==> config.mk <==
export PLATFORM = sky130hd
export DESIGN_NAME = fspc_core
export DESIGN_NICKNAME = d
export VERILOG_FILES = /design/src/fspc_pkg.sv /design/src/fspc_pbuf.sv /design/src/fspc_timer.sv /design/src/fspc_core.sv
export SDC_FILE = /design/constraint.sdc
export NUM_CORES = 1
export LEC_CHECK = 0
export BUFFER_PORTS_ARGS = -buffer_cell sky130_fd_sc_hd__clkbuf_2
export CAP_MARGIN = 20
export CORE_AREA = 4 4 230 401
export CTS_CLUSTER_SIZE = 14
export DETAILED_ROUTE_END_ITERATION = 16
export DIE_AREA = 0 0 234 405
export MAX_ROUTING_LAYER = met4
export PLACE_DENSITY_LB_ADDON = 0.3
export SLEW_MARGIN = 20
export SYNTH_ARGS = -nofsm -noshare
export SYNTH_HDL_FRONTEND = slang
export SYNTH_SLANG_ARGS = --single-unit
==> constraint.sdc <==
create_clock -name i_ref_clk -period 3 [get_ports i_ref_clk]
set_input_delay 0.15 -clock i_ref_clk [delete_from_list [all_inputs] [get_ports i_ref_clk]]
set_output_delay 0.15 -clock i_ref_clk [all_outputs]
set_load 0.02 [all_outputs]
==> src/fspc_pkg.sv <==
// Shared constants and types of the flash self-programming control block.
// Assumes one 20 MHz clock and byte-wide register and flash ports.
package fspc_pkg;

  // Clock and cycle timing
  localparam int CLK_NS = 50;
  localparam int T_PROG_NS = 100000;
  localparam int T_ERASE_NS = 4000000;
  localparam int PROG_CYC = (T_PROG_NS + CLK_NS - 1) / CLK_NS;
  localparam int ERASE_CYC = (T_ERASE_NS + CLK_NS - 1) / CLK_NS;
  localparam int TMR_W = 17;

  // Register map
  localparam logic [7:0] REG_FCTL = 8'h00;
  localparam logic [7:0] REG_ECTL = 8'h01;
  localparam logic [7:0] REG_SEL = 8'h02;
  localparam logic [7:0] REG_ACC = 8'h03;
  localparam logic [7:0] REG_DP0H = 8'h04;
  localparam logic [7:0] REG_DP0L = 8'h05;
  localparam logic [7:0] REG_DP1H = 8'h06;
  localparam logic [7:0] REG_DP1L = 8'h07;
  localparam logic [7:0] REG_PBUF = 8'h08;
  localparam logic [7:0] REG_STAT = 8'h09;

  // Field positions
  localparam int FC_KEY_LO = 4;
  localparam int FC_FPS = 3;
  localparam int FC_MODE_LO = 1;
  localparam int FC_BUSY = 0;
  localparam int EE_AUTOER = 6;
  localparam int EE_ERR = 1;
  localparam int ST_BADARG = 0;
  localparam int ST_PROGBLK = 1;
  localparam int ST_READBLK = 2;
  localparam int ST_EXTBLK = 3;
  localparam int ST_STALL = 4;

  // Launch keys and memory modes
  localparam logic [3:0] KEY_ARM = 4'h5;
  localparam logic [3:0] KEY_GO = 4'ha;
  localparam logic [1:0] MODE_NONE = 2'h3;

  // Routine selectors and arguments
  localparam logic [15:0] ENTRY_ADDR = 16'hfff0;
  localparam logic [7:0] SEL_ERASE = 8'h01;
  localparam logic [7:0] SEL_PBYTE = 8'h02;
  localparam logic [7:0] SEL_BOOT = 8'h06;
  localparam logic [7:0] SEL_PPAGE = 8'h09;
  localparam logic [7:0] SEL_FUSE = 8'h0a;
  localparam logic [15:0] PTR_BSTAT = 16'h0000;
  localparam logic [15:0] PTR_BVEC = 16'h0001;
  localparam logic [15:0] PTR_CLKX2 = 16'h0008;
  localparam logic [15:0] PTR_BLJ = 16'h0004;
  localparam logic [7:0] FUSE_ON = 8'h00;
  localparam logic [7:0] FUSE_OFF = 8'h01;
  localparam logic [7:0] FUSE_OFF_BYTE = 8'hff;
  localparam logic [7:0] BLK0 = 8'h00;
  localparam logic [7:0] BLK1 = 8'h20;
  localparam logic [7:0] BLK2 = 8'h40;
  localparam logic [7:0] BLK3 = 8'h80;
  localparam logic [7:0] BLK4 = 8'hc0;
  localparam logic [7:0] PAGES_8K = 8'h40;
  localparam logic [7:0] PAGES_16K = 8'h80;
  localparam logic [7:0] MAX_PAGE_CNT = 8'h80;
  localparam logic [7:0] HALF_PAGE = 8'h40;
  localparam logic [15:0] PAGE_STEP = 16'h0080;

  // Lock bytes
  localparam logic [7:0] LOCK_PROGRAMMED = 8'h00;

  // Flash spaces and byte sources
  localparam logic [1:0] SP_USER = 2'h0;
  localparam logic [1:0] SP_USIG = 2'h1;
  localparam logic [1:0] SP_FUSE = 2'h2;
  localparam logic [1:0] SRC_ACC = 2'h0;
  localparam logic [1:0] SRC_XRAM = 2'h1;
  localparam logic [1:0] SRC_PBUF = 2'h2;

  typedef enum logic [6:0] {
    ST_IDLE = 7'h01,
    ST_ERASE = 7'h02,
    ST_EWAIT = 7'h04,
    ST_FETCH = 7'h08,
    ST_RDW = 7'h10,
    ST_PROG = 7'h20,
    ST_PWAIT = 7'h40
  } fspc_state_t;

  typedef struct packed {
    logic rd;
    logic wr;
    logic erase;
    logic [1:0] space;
    logic [15:0] addr;
    logic [7:0] wdata;
  } fspc_fl_cmd_t;

  typedef struct packed {
    logic prog_block;
    logic read_block;
    logic ext_hi_block;
    logic ext_fetch_deny;
  } fspc_lock_t;

endpackage

==> src/fspc_pbuf.sv <==
// Temporary page buffer: one write port, registered read data.
// Assumes writer and reader share the system clock.
`timescale 1ns/1ns
module fspc_pbuf #(
  parameter int W = 8,
  parameter int D = 64,
  parameter int AW = 6
) (
  // Clock and reset
  input wire logic i_ref_clk,
  input wire logic i_rstn,
  // Write port
  input wire logic i_we,
  input wire logic [AW-1:0] i_waddr,
  input wire logic [W-1:0] i_wdata,
  // Read port
  input wire logic [AW-1:0] i_raddr,
  output logic [W-1:0] o_rdata
);
  initial begin
    if (D > (1 << AW) || D < 1) $error("fspc_pbuf: bad depth");
  end

  logic [W-1:0] mem [D];

  always_ff @(posedge i_ref_clk) begin
    if (i_we) begin
      mem[i_waddr] <= i_wdata;
    end
  end

  always_ff @(posedge i_ref_clk or negedge i_rstn) begin
    if (!i_rstn) begin
      o_rdata <= '0;
    end else begin
      o_rdata <= mem[i_raddr];
    end
  end
endmodule

==> src/fspc_timer.sv <==
// Down-counter that times one erase or program cycle.
// Assumes a start pulse with a count of at least one.
`timescale 1ns/1ns
module fspc_timer #(
  parameter int W = 17
) (
  // Clock and reset
  input wire logic i_ref_clk,
  input wire logic i_rstn,
  // Control
  input wire logic i_start,
  input wire logic [W-1:0] i_count,
  output logic o_done
);
  typedef struct packed {
    logic [W-1:0] cnt;
    logic done;
  } fspc_tmr_t;

  fspc_tmr_t s;
  fspc_tmr_t n;

  assign o_done = s.done;

  always_comb begin
    n = s;
    n.done = 1'b0;
    if (i_start) begin
      n.cnt = i_count;
    end else if (s.cnt != '0) begin
      n.cnt = s.cnt - 1'b1;
      if (s.cnt == W'(1)) begin
        n.done = 1'b1;
      end
    end
  end

  always_ff @(posedge i_ref_clk or negedge i_rstn) begin
    if (!i_rstn) begin
      s <= '0;
    end else begin
      s <= n;
    end
  end
endmodule

==> src/fspc_core.sv <==
// Flash self-programming control: lock gating, routine entry, sequencer.
// Assumes a flash array port answering reads one cycle after the strobe,
// an external RAM port with the same timing, and CPU status signals.
// Behaviour
// - All locks erased: none; first: no programming
// - Two locks programmed: block programming and verify
// - Three locks plus boot select: no high execution
// - Routine chosen by registers, entered at FFF0h
// - Selector 01h erases one of five blocks
// - Selector 02h programs accumulator at first pointer
// - Selector 09h copies up to 128 XRAM bytes
// - Selector 06h writes boot status or vector
// - Selector 0Ah programs clock or jump fuse
// - Internal launch stalls CPU through programming
// - CPU resumes after the launching instruction
// - Peripherals run; interrupts held during stall
// - External launch keeps the CPU running
// - Writes only clear bits
// - Erase sets the whole page to FFh
// - Launch needs key 5 then A directly
// - Busy flag while programming; brown-out while busy sets error
// - Page buffer holds 64 bytes, half page
// - Auto-erase clears page before the write
`timescale 1ns/1ns
module fspc_core
  import fspc_pkg::*;
#(
  parameter int ERASE_CYCLES = ERASE_CYC,
  parameter int PBUF_DEPTH = 64
) (
  // Clock and reset
  input wire logic i_ref_clk,
  input wire logic i_rstn,
  // Register port
  input wire logic [7:0] i_addr,
  input wire logic [7:0] i_wdata,
  input wire logic i_wr,
  input wire logic i_rd,
  output logic [7:0] o_rdata,
  // CPU status and control
  input wire logic i_cpu_fetch,
  input wire logic [15:0] i_cpu_pc,
  input wire logic i_boot_rom_map_enable,
  input wire logic i_exec_internal,
  output logic o_cpu_stall,
  output logic o_irq_hold,
  // Lock bytes, boot select pin and protection flags
  input wire logic [2:0][7:0] i_lock_byte,
  input wire logic i_boot_memory_select,
  output fspc_lock_t o_lock,
  // Flash array port
  output fspc_fl_cmd_t o_fl,
  input wire logic [7:0] i_fl_rdata,
  // External RAM read port
  output logic o_xram_rd,
  output logic [15:0] o_xram_addr,
  input wire logic [7:0] i_xram_rdata,
  // Brown-out detector pin
  input wire logic i_brown_out
);
  initial begin
    if (ERASE_CYCLES < 1 || ERASE_CYCLES >= (1 << TMR_W)) begin
      $error("fspc_core: ERASE_CYCLES out of range");
    end
    if (PBUF_DEPTH != 64) $error("fspc_core: page buffer must be 64");
  end

  typedef struct packed {
    fspc_state_t st;
    logic busy;
    logic stall;
    logic fps;
    logic [1:0] mode;
    logic armed;
    logic auto_erase;
    logic err;
    logic bad_arg;
    logic [7:0] sel;
    logic [7:0] acc;
    logic [15:0] dp0;
    logic [15:0] dp1;
    logic [63:0] loaded;
    logic [9:0] last_half;
    logic [1:0] src;
    logic [15:0] addr;
    logic [15:0] saddr;
    logic [15:0] eaddr;
    logic [7:0] cnt;
    logic [7:0] ecnt;
    logic do_prog;
    logic [7:0] data;
    logic [7:0] rdata;
    fspc_fl_cmd_t fl;
    logic xram_rd;
    logic [15:0] xram_addr;
    fspc_lock_t lock;
    logic bsel_s1;
    logic bsel_s2;
    logic bo_s1;
    logic bo_s2;
    logic tmr_start;
    logic [TMR_W-1:0] tmr_count;
  } fspc_core_t;

  fspc_core_t s;
  fspc_core_t n;
  logic tmr_done;
  logic [7:0] pb_rdata;
  logic pb_we;
  logic entry;
  logic launch_ll;
  logic adv;
  logic [7:0] newdata;
  logic [7:0] eblk_pages;

  assign o_rdata = s.rdata;
  assign o_cpu_stall = s.stall;
  assign o_irq_hold = s.stall;
  assign o_lock = s.lock;
  assign o_fl = s.fl;
  assign o_xram_rd = s.xram_rd;
  assign o_xram_addr = s.xram_addr;

  fspc_pbuf #(.W(8), .D(PBUF_DEPTH), .AW(6)) u_pbuf (
    .i_ref_clk(i_ref_clk),
    .i_rstn(i_rstn),
    .i_we(pb_we),
    .i_waddr(s.dp0[5:0]),
    .i_wdata(i_wdata),
    .i_raddr(s.addr[5:0]),
    .o_rdata(pb_rdata)
  );

  fspc_timer #(.W(TMR_W)) u_timer (
    .i_ref_clk(i_ref_clk),
    .i_rstn(i_rstn),
    .i_start(s.tmr_start),
    .i_count(s.tmr_count),
    .o_done(tmr_done)
  );

  always_comb begin
    n = s;
    pb_we = 1'b0;
    launch_ll = 1'b0;
    adv = 1'b0;
    eblk_pages = 8'h00;
    n.fl.rd = 1'b0;
    n.fl.wr = 1'b0;
    n.fl.erase = 1'b0;
    n.xram_rd = 1'b0;
    n.tmr_start = 1'b0;
    n.rdata = 8'h00;
    n.bsel_s1 = i_boot_memory_select;
    n.bsel_s2 = s.bsel_s1;
    n.bo_s1 = i_brown_out;
    n.bo_s2 = s.bo_s1;

    // Protection levels
    n.lock.prog_block = (i_lock_byte[0] == LOCK_PROGRAMMED);
    n.lock.read_block = (i_lock_byte[0] == LOCK_PROGRAMMED) &&
      (i_lock_byte[1] == LOCK_PROGRAMMED);
    n.lock.ext_hi_block = (i_lock_byte[0] == LOCK_PROGRAMMED) &&
      (i_lock_byte[1] == LOCK_PROGRAMMED) &&
      (i_lock_byte[2] == LOCK_PROGRAMMED) && s.bsel_s2;
    n.lock.ext_fetch_deny = n.lock.ext_hi_block && i_cpu_fetch &&
      !i_exec_internal && i_cpu_pc[15];

    // Register writes
    if (i_wr || i_rd) begin
      n.armed = 1'b0;
    end
    if (i_wr) begin
      case (i_addr)
        REG_FCTL: begin
          n.fps = i_wdata[FC_FPS];
          n.mode = i_wdata[FC_MODE_LO +: 2];
          if (i_wdata[FC_KEY_LO +: 4] == KEY_ARM) begin
            n.armed = 1'b1;
          end else if (i_wdata[FC_KEY_LO +: 4] == KEY_GO && s.armed &&
              !s.busy && i_wdata[FC_MODE_LO +: 2] != MODE_NONE) begin
            launch_ll = 1'b1;
          end
        end
        REG_ECTL: begin
          n.auto_erase = i_wdata[EE_AUTOER];
          if (i_wdata[EE_ERR]) n.err = 1'b0;
        end
        REG_SEL: n.sel = i_wdata;
        REG_ACC: n.acc = i_wdata;
        REG_DP0H: n.dp0[15:8] = i_wdata;
        REG_DP0L: n.dp0[7:0] = i_wdata;
        REG_DP1H: n.dp1[15:8] = i_wdata;
        REG_DP1L: n.dp1[7:0] = i_wdata;
        REG_PBUF: begin
          if (s.fps && !s.busy && !s.loaded[s.dp0[5:0]]) begin
            pb_we = 1'b1;
            n.loaded[s.dp0[5:0]] = 1'b1;
            n.last_half = s.dp0[15:6];
          end
        end
        REG_STAT: begin
          if (i_wdata[ST_BADARG]) n.bad_arg = 1'b0;
        end
        default: begin
        end
      endcase
    end

    // Register reads, data in the following cycle
    if (i_rd) begin
      case (i_addr)
        REG_FCTL: n.rdata = {4'h0, s.fps, s.mode, s.busy};
        REG_ECTL: n.rdata = {1'b0, s.auto_erase, 4'h0, s.err, 1'b0};
        REG_SEL: n.rdata = s.sel;
        REG_ACC: n.rdata = s.acc;
        REG_DP0H: n.rdata = s.dp0[15:8];
        REG_DP0L: n.rdata = s.dp0[7:0];
        REG_DP1H: n.rdata = s.dp1[15:8];
        REG_DP1L: n.rdata = s.dp1[7:0];
        REG_STAT: n.rdata = {3'h0, s.stall, s.lock.ext_hi_block,
          s.lock.read_block, s.lock.prog_block, s.bad_arg};
        default: n.rdata = 8'h00;
      endcase
    end

    // Low-level launch from the page buffer
    if (launch_ll) begin
      n.busy = 1'b1;
      n.stall = i_exec_internal;
      n.src = SRC_PBUF;
      n.fl.space = s.mode;
      n.addr = {s.last_half, 6'h00};
      n.cnt = HALF_PAGE;
      n.eaddr = {s.last_half[9:1], 7'h00};
      n.ecnt = 8'h01;
      n.do_prog = 1'b1;
      n.st = s.auto_erase ? ST_ERASE : ST_FETCH;
    end

    // Routine entry at the shared address, run without stalling the CPU
    entry = i_cpu_fetch && (i_cpu_pc == ENTRY_ADDR) &&
      i_boot_rom_map_enable && !s.busy && !launch_ll;
    if (entry) begin
      n.src = SRC_ACC;
      n.data = s.acc;
      n.addr = s.dp0;
      n.saddr = s.dp1;
      n.cnt = 8'h01;
      n.do_prog = 1'b0;
      n.fl.space = SP_USER;
      case (s.sel)
        SEL_ERASE: begin
          case (s.dp0[15:8])
            BLK0, BLK1: eblk_pages = PAGES_8K;
            BLK2, BLK3, BLK4: eblk_pages = PAGES_16K;
            default: eblk_pages = 8'h00;
          endcase
          if (eblk_pages != 8'h00) begin
            n.eaddr = {s.dp0[15:8], 8'h00};
            n.ecnt = eblk_pages;
            n.busy = 1'b1;
            n.st = ST_ERASE;
          end else begin
            n.bad_arg = 1'b1;
          end
        end
        SEL_PBYTE: begin
          n.busy = 1'b1;
          n.st = ST_FETCH;
        end
        SEL_PPAGE: begin
          if (s.acc != 8'h00 && s.acc <= MAX_PAGE_CNT) begin
            n.src = SRC_XRAM;
            n.cnt = s.acc;
            n.busy = 1'b1;
            n.st = ST_FETCH;
          end else begin
            n.bad_arg = 1'b1;
          end
        end
        SEL_BOOT: begin
          if (s.dp0 == PTR_BSTAT || s.dp0 == PTR_BVEC) begin
            n.fl.space = SP_USIG;
            n.busy = 1'b1;
            n.st = ST_FETCH;
          end else begin
            n.bad_arg = 1'b1;
          end
        end
        SEL_FUSE: begin
          if ((s.dp0 == PTR_CLKX2 || s.dp0 == PTR_BLJ) &&
              (s.acc == FUSE_ON || s.acc == FUSE_OFF)) begin
            n.fl.space = SP_FUSE;
            n.data = (s.acc == FUSE_ON) ? FUSE_ON : FUSE_OFF_BYTE;
            n.busy = 1'b1;
            n.st = ST_FETCH;
          end else begin
            n.bad_arg = 1'b1;
          end
        end
        default: begin
        end
      endcase
    end

    // Sequencer
    newdata = (s.src == SRC_PBUF) ? pb_rdata :
      (s.src == SRC_XRAM) ? i_xram_rdata : s.data;
    case (s.st)
      ST_IDLE: begin
      end
      ST_ERASE: begin
        n.fl.erase = 1'b1;
        n.fl.addr = s.eaddr;
        n.tmr_start = 1'b1;
        n.tmr_count = TMR_W'(ERASE_CYCLES);
        n.st = ST_EWAIT;
      end
      ST_EWAIT: begin
        if (tmr_done) begin
          if (s.ecnt == 8'h01) begin
            n.st = s.do_prog ? ST_FETCH : ST_IDLE;
            n.busy = s.do_prog;
            n.stall = s.do_prog && s.stall;
          end else begin
            n.ecnt = s.ecnt - 8'h01;
            n.eaddr = s.eaddr + PAGE_STEP;
            n.st = ST_ERASE;
          end
        end
      end
      ST_FETCH: begin
        if (s.src == SRC_PBUF && !s.loaded[s.addr[5:0]]) begin
          adv = 1'b1;
        end else begin
          n.fl.rd = 1'b1;
          n.fl.addr = s.addr;
          n.xram_rd = (s.src == SRC_XRAM);
          n.xram_addr = s.saddr;
          n.st = ST_RDW;
        end
      end
      ST_RDW: n.st = ST_PROG;
      ST_PROG: begin
        n.fl.wr = 1'b1;
        n.fl.wdata = i_fl_rdata & newdata;
        n.tmr_start = 1'b1;
        n.tmr_count = TMR_W'(PROG_CYC);
        n.st = ST_PWAIT;
      end
      ST_PWAIT: adv = tmr_done;
      default: n.st = ST_IDLE;
    endcase

    if (adv) begin
      if (s.cnt == 8'h01) begin
        n.st = ST_IDLE;
        n.busy = 1'b0;
        n.stall = 1'b0;
        if (s.src == SRC_PBUF) n.loaded = '0;
      end else begin
        n.cnt = s.cnt - 8'h01;
        n.addr = s.addr + 16'h0001;
        n.saddr = s.saddr + 16'h0001;
        n.st = ST_FETCH;
      end
    end

    // Brown-out aborts the cycle; the set wins over a clear
    if (s.bo_s2 && s.busy) begin
      n.err = 1'b1;
      n.busy = 1'b0;
      n.stall = 1'b0;
      n.st = ST_IDLE;
      n.loaded = '0;
    end
  end

  always_ff @(posedge i_ref_clk or negedge i_rstn) begin
    if (!i_rstn) begin
      s <= '0;
      s.st <= ST_IDLE;
    end else begin
      s <= n;
    end
  end
endmodule

Word-level counts from Yosys, hierarchy flattened
Memories as Yosys holds them, arrays and structs flattened. A register that Yosys moved wholly into a read port is not among the register bits.
Cells that the tools add are included.
Storage, ports and cells
  register bits after elaboration: 311
  RAM bits: 512
  input port bits: 81
  memories kept: 1
Memory list
  u_pbuf.mem: depth 64, bits a word 8, read ports 1, clocked after memory_dff 1, wr ports 1, RTL line fspc_pbuf.sv:24  | logic [W-1:0] mem [D];
Cells by class
  add/subtract/negate cells: 6
  magnitude comparators: 4
  eq/ne operators: 39
  mux-type cells: 112
  bitwise operators: 3
  reductions and logical operators: 63
Operators by type and width (number)
  64-bit 2-to-1 mux: 4
  8-bit 2-to-1 mux: 28
  74-bit 2-to-1 mux: 2
  126-bit 2-to-1 mux: 1
  16-bit 2-to-1 mux: 6
  75-bit 2-to-1 mux: 1
  8-bit one-hot mux with 9 select lines: 1
  32-bit 2-to-1 mux: 2
  64-bit bitwise OR: 1
  17-bit 2-to-1 mux: 3
  8-bit logical NOT: 6
  7-bit one-hot mux with 6 select lines: 1
  8-bit by 1-bit == test with 1-bit output (second input constant): 5
  8-bit by 3-bit == test with 1-bit output (second input constant): 5
  8-bit one-hot mux with 5 select lines: 1
  18-bit 2-to-1 mux: 2
  9-bit 2-to-1 mux: 4
  18-bit one-hot mux with 2 select lines: 1
  1-bit 2-to-1 mux: 34
  33-bit 2-to-1 mux: 1
  16-bit by 1-bit adder with 16-bit output (second input constant): 2
  8-bit by 4-bit == test with 1-bit output (second input constant): 4
  16-bit one-hot mux with 2 select lines: 1
  8-bit by 2-bit == test with 1-bit output (second input constant): 3
  other kinds (48): 108

Logic depth before layout (Yosys ltp)
  depth after elaboration: 21
  depth in mapped cells: 13
  depth with buffers taken out: 10

By module
From an unflattened synthesis, not the netlist that was laid out.
Second synthesis, totals
  cell total of the unflattened synthesis: 2535
  area total of the unflattened synthesis: 36059.6 sq um
By module, submodules not included
  fspc_pbuf: instances 1, cells each 942, area each 20211.9 sq um, sequential area each 15574.9 sq um
  fspc_core: instances 1, cells each 1482, area each 14801.7 sq um, sequential area each 6957.9 sq um
  fspc_timer: instances 1, cells each 111, area each 1046.0 sq um, sequential area each 450.4 sq um

Least setup slack after synthesis
OpenSTA, ideal clock, no wires.
  kind: register to register
  from: register s[245] in the netlist's numbering
  to: memory u_pbuf.mem[61][0], enable pin
  library setup time: 374 ps
  arrival time: 2474 ps
  setup slack: 152 ps
  cell stages (with the launch flop): 8
  buffers on the path: 2
  period minus slack after synthesis: 2848 ps
  path through: dfrtp_1 -> buf_6 -> buf_8 -> mux4_2 -> mux4_2 -> and2b_1 -> nand4_1 -> nor2_1
On the way
  cells in the longest elaborated chain, start to end: 9
RTL lines
  start: declaration: RTL line fspc_core.sv:105  | fspc_core_t s;
  start signal: assignment: RTL line fspc_core.sv:385  | s <= n;
  1-bit binary-select mux with 6-bit select: RTL line fspc_core.sv:196  | if (s.fps && !s.busy && !s.loaded[s.dp0[5:0]]) begin
  1-bit 2-to-1 mux (implied by the code): RTL line fspc_core.sv:196
  1-bit logical NOT: RTL line fspc_core.sv:196
  1-bit logical AND: RTL line fspc_core.sv:196
  1-bit 2-to-1 mux: RTL line fspc_core.sv:196
  1-bit 2-to-1 mux: RTL line fspc_core.sv:174  | case (i_addr)
  1-bit 2-to-1 mux: RTL line fspc_core.sv:173  | if (i_wr) begin
  1-bit 2-to-1 mux: RTL line fspc_pbuf.sv:27  | if (i_we) begin
  1-bit 2-to-1 mux (implied by the code): RTL line fspc_pbuf.sv:28  | mem[i_waddr] <= i_wdata;
  end: declaration: RTL line fspc_pbuf.sv:24
Parallel ways exist; a longest one is shown, timed or not. The select of a mux whose other input is x is not followed.

Worst setup path after layout
  from: register s[245] in the netlist's numbering
  to: memory u_pbuf.mem[36][1], enable pin
Same word-level chain as after synthesis.

==> impl_metrics.csv <==
group,metric,value,unit
die,ios,141,
yosys,syn_nets,2389,
global_routing,antenna_found_initial,0,
critical_path,r2r_start,"s[245]",
finish,final_common_cell,"edfxtp_1",
clock_tree,cts.sinks,816,
die,start_util,0.396,
drt,drt_wl_total,102000,um
yosys,ys.flop_type,"edfxtp_1",
clock_tree,clock_latency,0.65,ns
global_routing,grt-ovfl-total,0,
yosys,ys_seq_elements,816,
drt,first_pass_iters,6,
timing,slew_violations,0,
place,gp_congestion,0.945,
critical_path,required,3.36,ns
timing,fin_tns_setup,0,ns
finish,diodes,0,
global_routing,grt_pass1_wl,152000,um
timing,setup_violations,0,
clock_tree,clock-root-buffer,"clkbuf_16",
timing,worst_pin_slew,0.942,ns
critical_path,path_class,"flop to flop",
finish,fillers,7703,
clock_tree,ctsHtreeMaxLevel,3,
timing,slew_headroom,0.372,
run,maxCapViolations,0,
global_routing,grt_usage,0.223,
finish,nets,2690,
drt,wire_per_inst,26.7,um
global_routing,grt_pass1_vias,22897,
die,rows,145,
drt,vias,21701,
critical_path,cp-end-kind,"flop",
clock_tree,numCtsBuffers,74,
global_routing,grt_max_degree,74,
power_and_ir_drop,p_total,22.5,mW
critical_path,critical_path.slowest_cell,"mux4_1",
place,dp_hpwl,73400,um
drt,ant_nets,0,
critical_path,cp_max_fo,9,
timing,hold_viol_final,0,
finish,drive_gt1_frac,0.288,
critical_path,path_cells,"mux4_1, mux4_2, nor4b_2, nand2b_1, nor2_1, buf_12",
yosys,async_flop_share,0.373,
yosys,ys_warn_count,0,
min_path,hp-class,"input port to asynchronous set/reset pin",
timing,whs,0.0429,ns
power_and_ir_drop,ir_drop,387,uV
yosys,synth_cells,2299,
yosys,synth-edff-count,512,
drt,drtIter0Drc,1706,
drt,via_per_inst,5.66,
clock_tree,clock_path_buffers,3,
timing,min_period_over_period,0.988,
critical_path,r2r_slack,0.04,ns
timing,fin_crit,2.96,ns
timing,fmax,337,MHz
die,die_w,234,um
clock_tree,path_clk_slew,0.07,ns
critical_path,rr_endpoint,"u_pbuf.mem[36][1]",
power_and_ir_drop,pwr_density_cell,545,nW/um2
yosys,yosysUniqueCellTypes,80,
finish,area_delta_synth_final,16.7,%
finish,final_cell_mix,"edfxtp_1, dfrtp_1, buf_4, nor2_1, mux4_2",
critical_path,r2r_cells,6,
critical_path,max_stage_delay,0.58,ns
yosys,synth.cell_area,35300,um2
die,die_area,94800,um2
critical_path,arrival,3.32,ns
finish,fin_util,0.463,
yosys,synth.yosys.seq_area_share,0.651,
drt,drc,0,
status,status,"finished, final reports clean",
yosys,syn_avg_cell_area,15.4,um2
critical_path,start_kind,"flop",
die,die_y,405,um
clock_tree,cts_tree,"built",
place,port_buffers,140,
die,core,89100,um2
timing,fin_worst_skew,0.0252,ns
timing,rsz0062_at_grt,"yes",
power_and_ir_drop,p_leak,16.1,nW
power by group:
group	switching (mW)	internal, mW	total, mW
combinational	0.638	0.353	0.992
clock	4.20	4.99	9.19
sequential	0.171	12.1	12.3
Yosys cell counts (all sizes together), types with 14 or more instances:
cell type	count	area share
nor2b	26	0.0046
or3	17	0.0030
nand3	63	0.0089
buf	112	0.021
nor2	206	0.022
o21a	36	0.0077
o22ai	23	0.0041
mux2	69	0.023
a22oi	19	0.0040
a21oi	57	0.0084
and3	25	0.0044
clkbuf	64	0.0069
o211ai	14	0.0031
nor4	17	0.0032
a211oi	24	0.0051
mux2i	41	0.012
o21ai	64	0.0091
nand2	126	0.013
a31oi	14	0.0025
inv	48	0.0051
nor3	26	0.0037
edfxtp	512	0.44
dfrtp	303	0.21
mux4	196	0.13
stage by stage:
stage               instance area [um2]  std cells  setup WS, ns
floorplan                         35300       2299         0.152
global placement                  38500       3669        -0.201
detailed placement                38500       3669        -0.253
CTS                               41100       3831       0.00775
global route                      41200       3835       -0.0713
finish                            41200       3835        0.0361
metal layers:
| metal | vias to the layer above | wire length [um] | GRT usage |
|---|---|---|---|
| met5 | - | 0 | - |
| met1 | 11323 | 35900 | 0.239 |
| met2 | 691 | 55500 | 0.396 |
| met4 | 0 | 6770 | 0.126 |
| met3 | 224 | 4080 | 0.0259 |
| li1 | 9463 | - | - |
how the worst max path moves through the flow:
| stage | start | to | slack, ns | depth (start not counted) |
|---|---|---|---|---|
| after floorplan | s[245] | u_pbuf.mem[61][0] | 0.15 | 7 |
| after global placement | s[245] | u_pbuf.mem[37][5] | -0.20 | 6 |
| after detailed placement | s[285] | s[120] | -0.25 | 10 |
| after CTS | s[245] | u_pbuf.mem[63][6] | 0.008 | 8 |
| after global routing | s[245] | u_pbuf.mem[39][1] | -0.07 | 6 |
| final | s[245] | u_pbuf.mem[36][1] | 0.04 | 6 |
cell families (layout without fill, tap and decap cells):
| kind of cell | count (synthesis) | in the layout | synth area share |
|---|---|---|---|
| flip-flops | 816 | 816 | 0.651 |
| AND/OR/NAND/NOR | 589 | 589 | 0.0813 |
| AO/OA/AOI/OAI | 331 | 331 | 0.0643 |
| multiplexers | 306 | 306 | 0.161 |
| buffers and inverters | 224 | 584 | 0.0328 |
| XOR/XNOR | 24 | 24 | 0.00595 |
| adder cells (fa/ha/maj) | 9 | 9 | 0.00319 |
registers in the layout, indices dropped and copies added, names as in the netlist:
register	cells
u_pbuf.o_rdata	8
o_xram_rd	1
u_timer.o_done	1
o_cpu_stall	1
o_xram_addr	16
s	217
u_pbuf.mem	512
u_timer.s	17
n	2
o_lock	4
o_rdata	8
o_fl	29
critical path, delay by kind of cell, from the launching register on:
family / cells / cell delay [ns]
buf+inv: 1 / 0.17
simple gates: 3 / 0.93
flops: 1 / 0.49
mux: 2 / 1.09
timing repair:
item	in CTS	in global routing
endpoints found under the hold margin	237	0
pin swaps	0	2
endpoints found under the setup margin	356	264
buffers inserted	0	4
gates resized for setup	12	17
hold buffers	27	0
final cells by class:
class	instances	area, um2	area share
flip-flops and latches	816	23000	0.558
multi-input cells	1259	11200	0.273
repair buffers	401	3040	0.0739
clock buffers	107	2060	0.0501
well taps	1176	1470	0.0357
clock inverters	28	226	0.00549
inverters	48	180	0.00437
(Power assumes the default switching activity.)
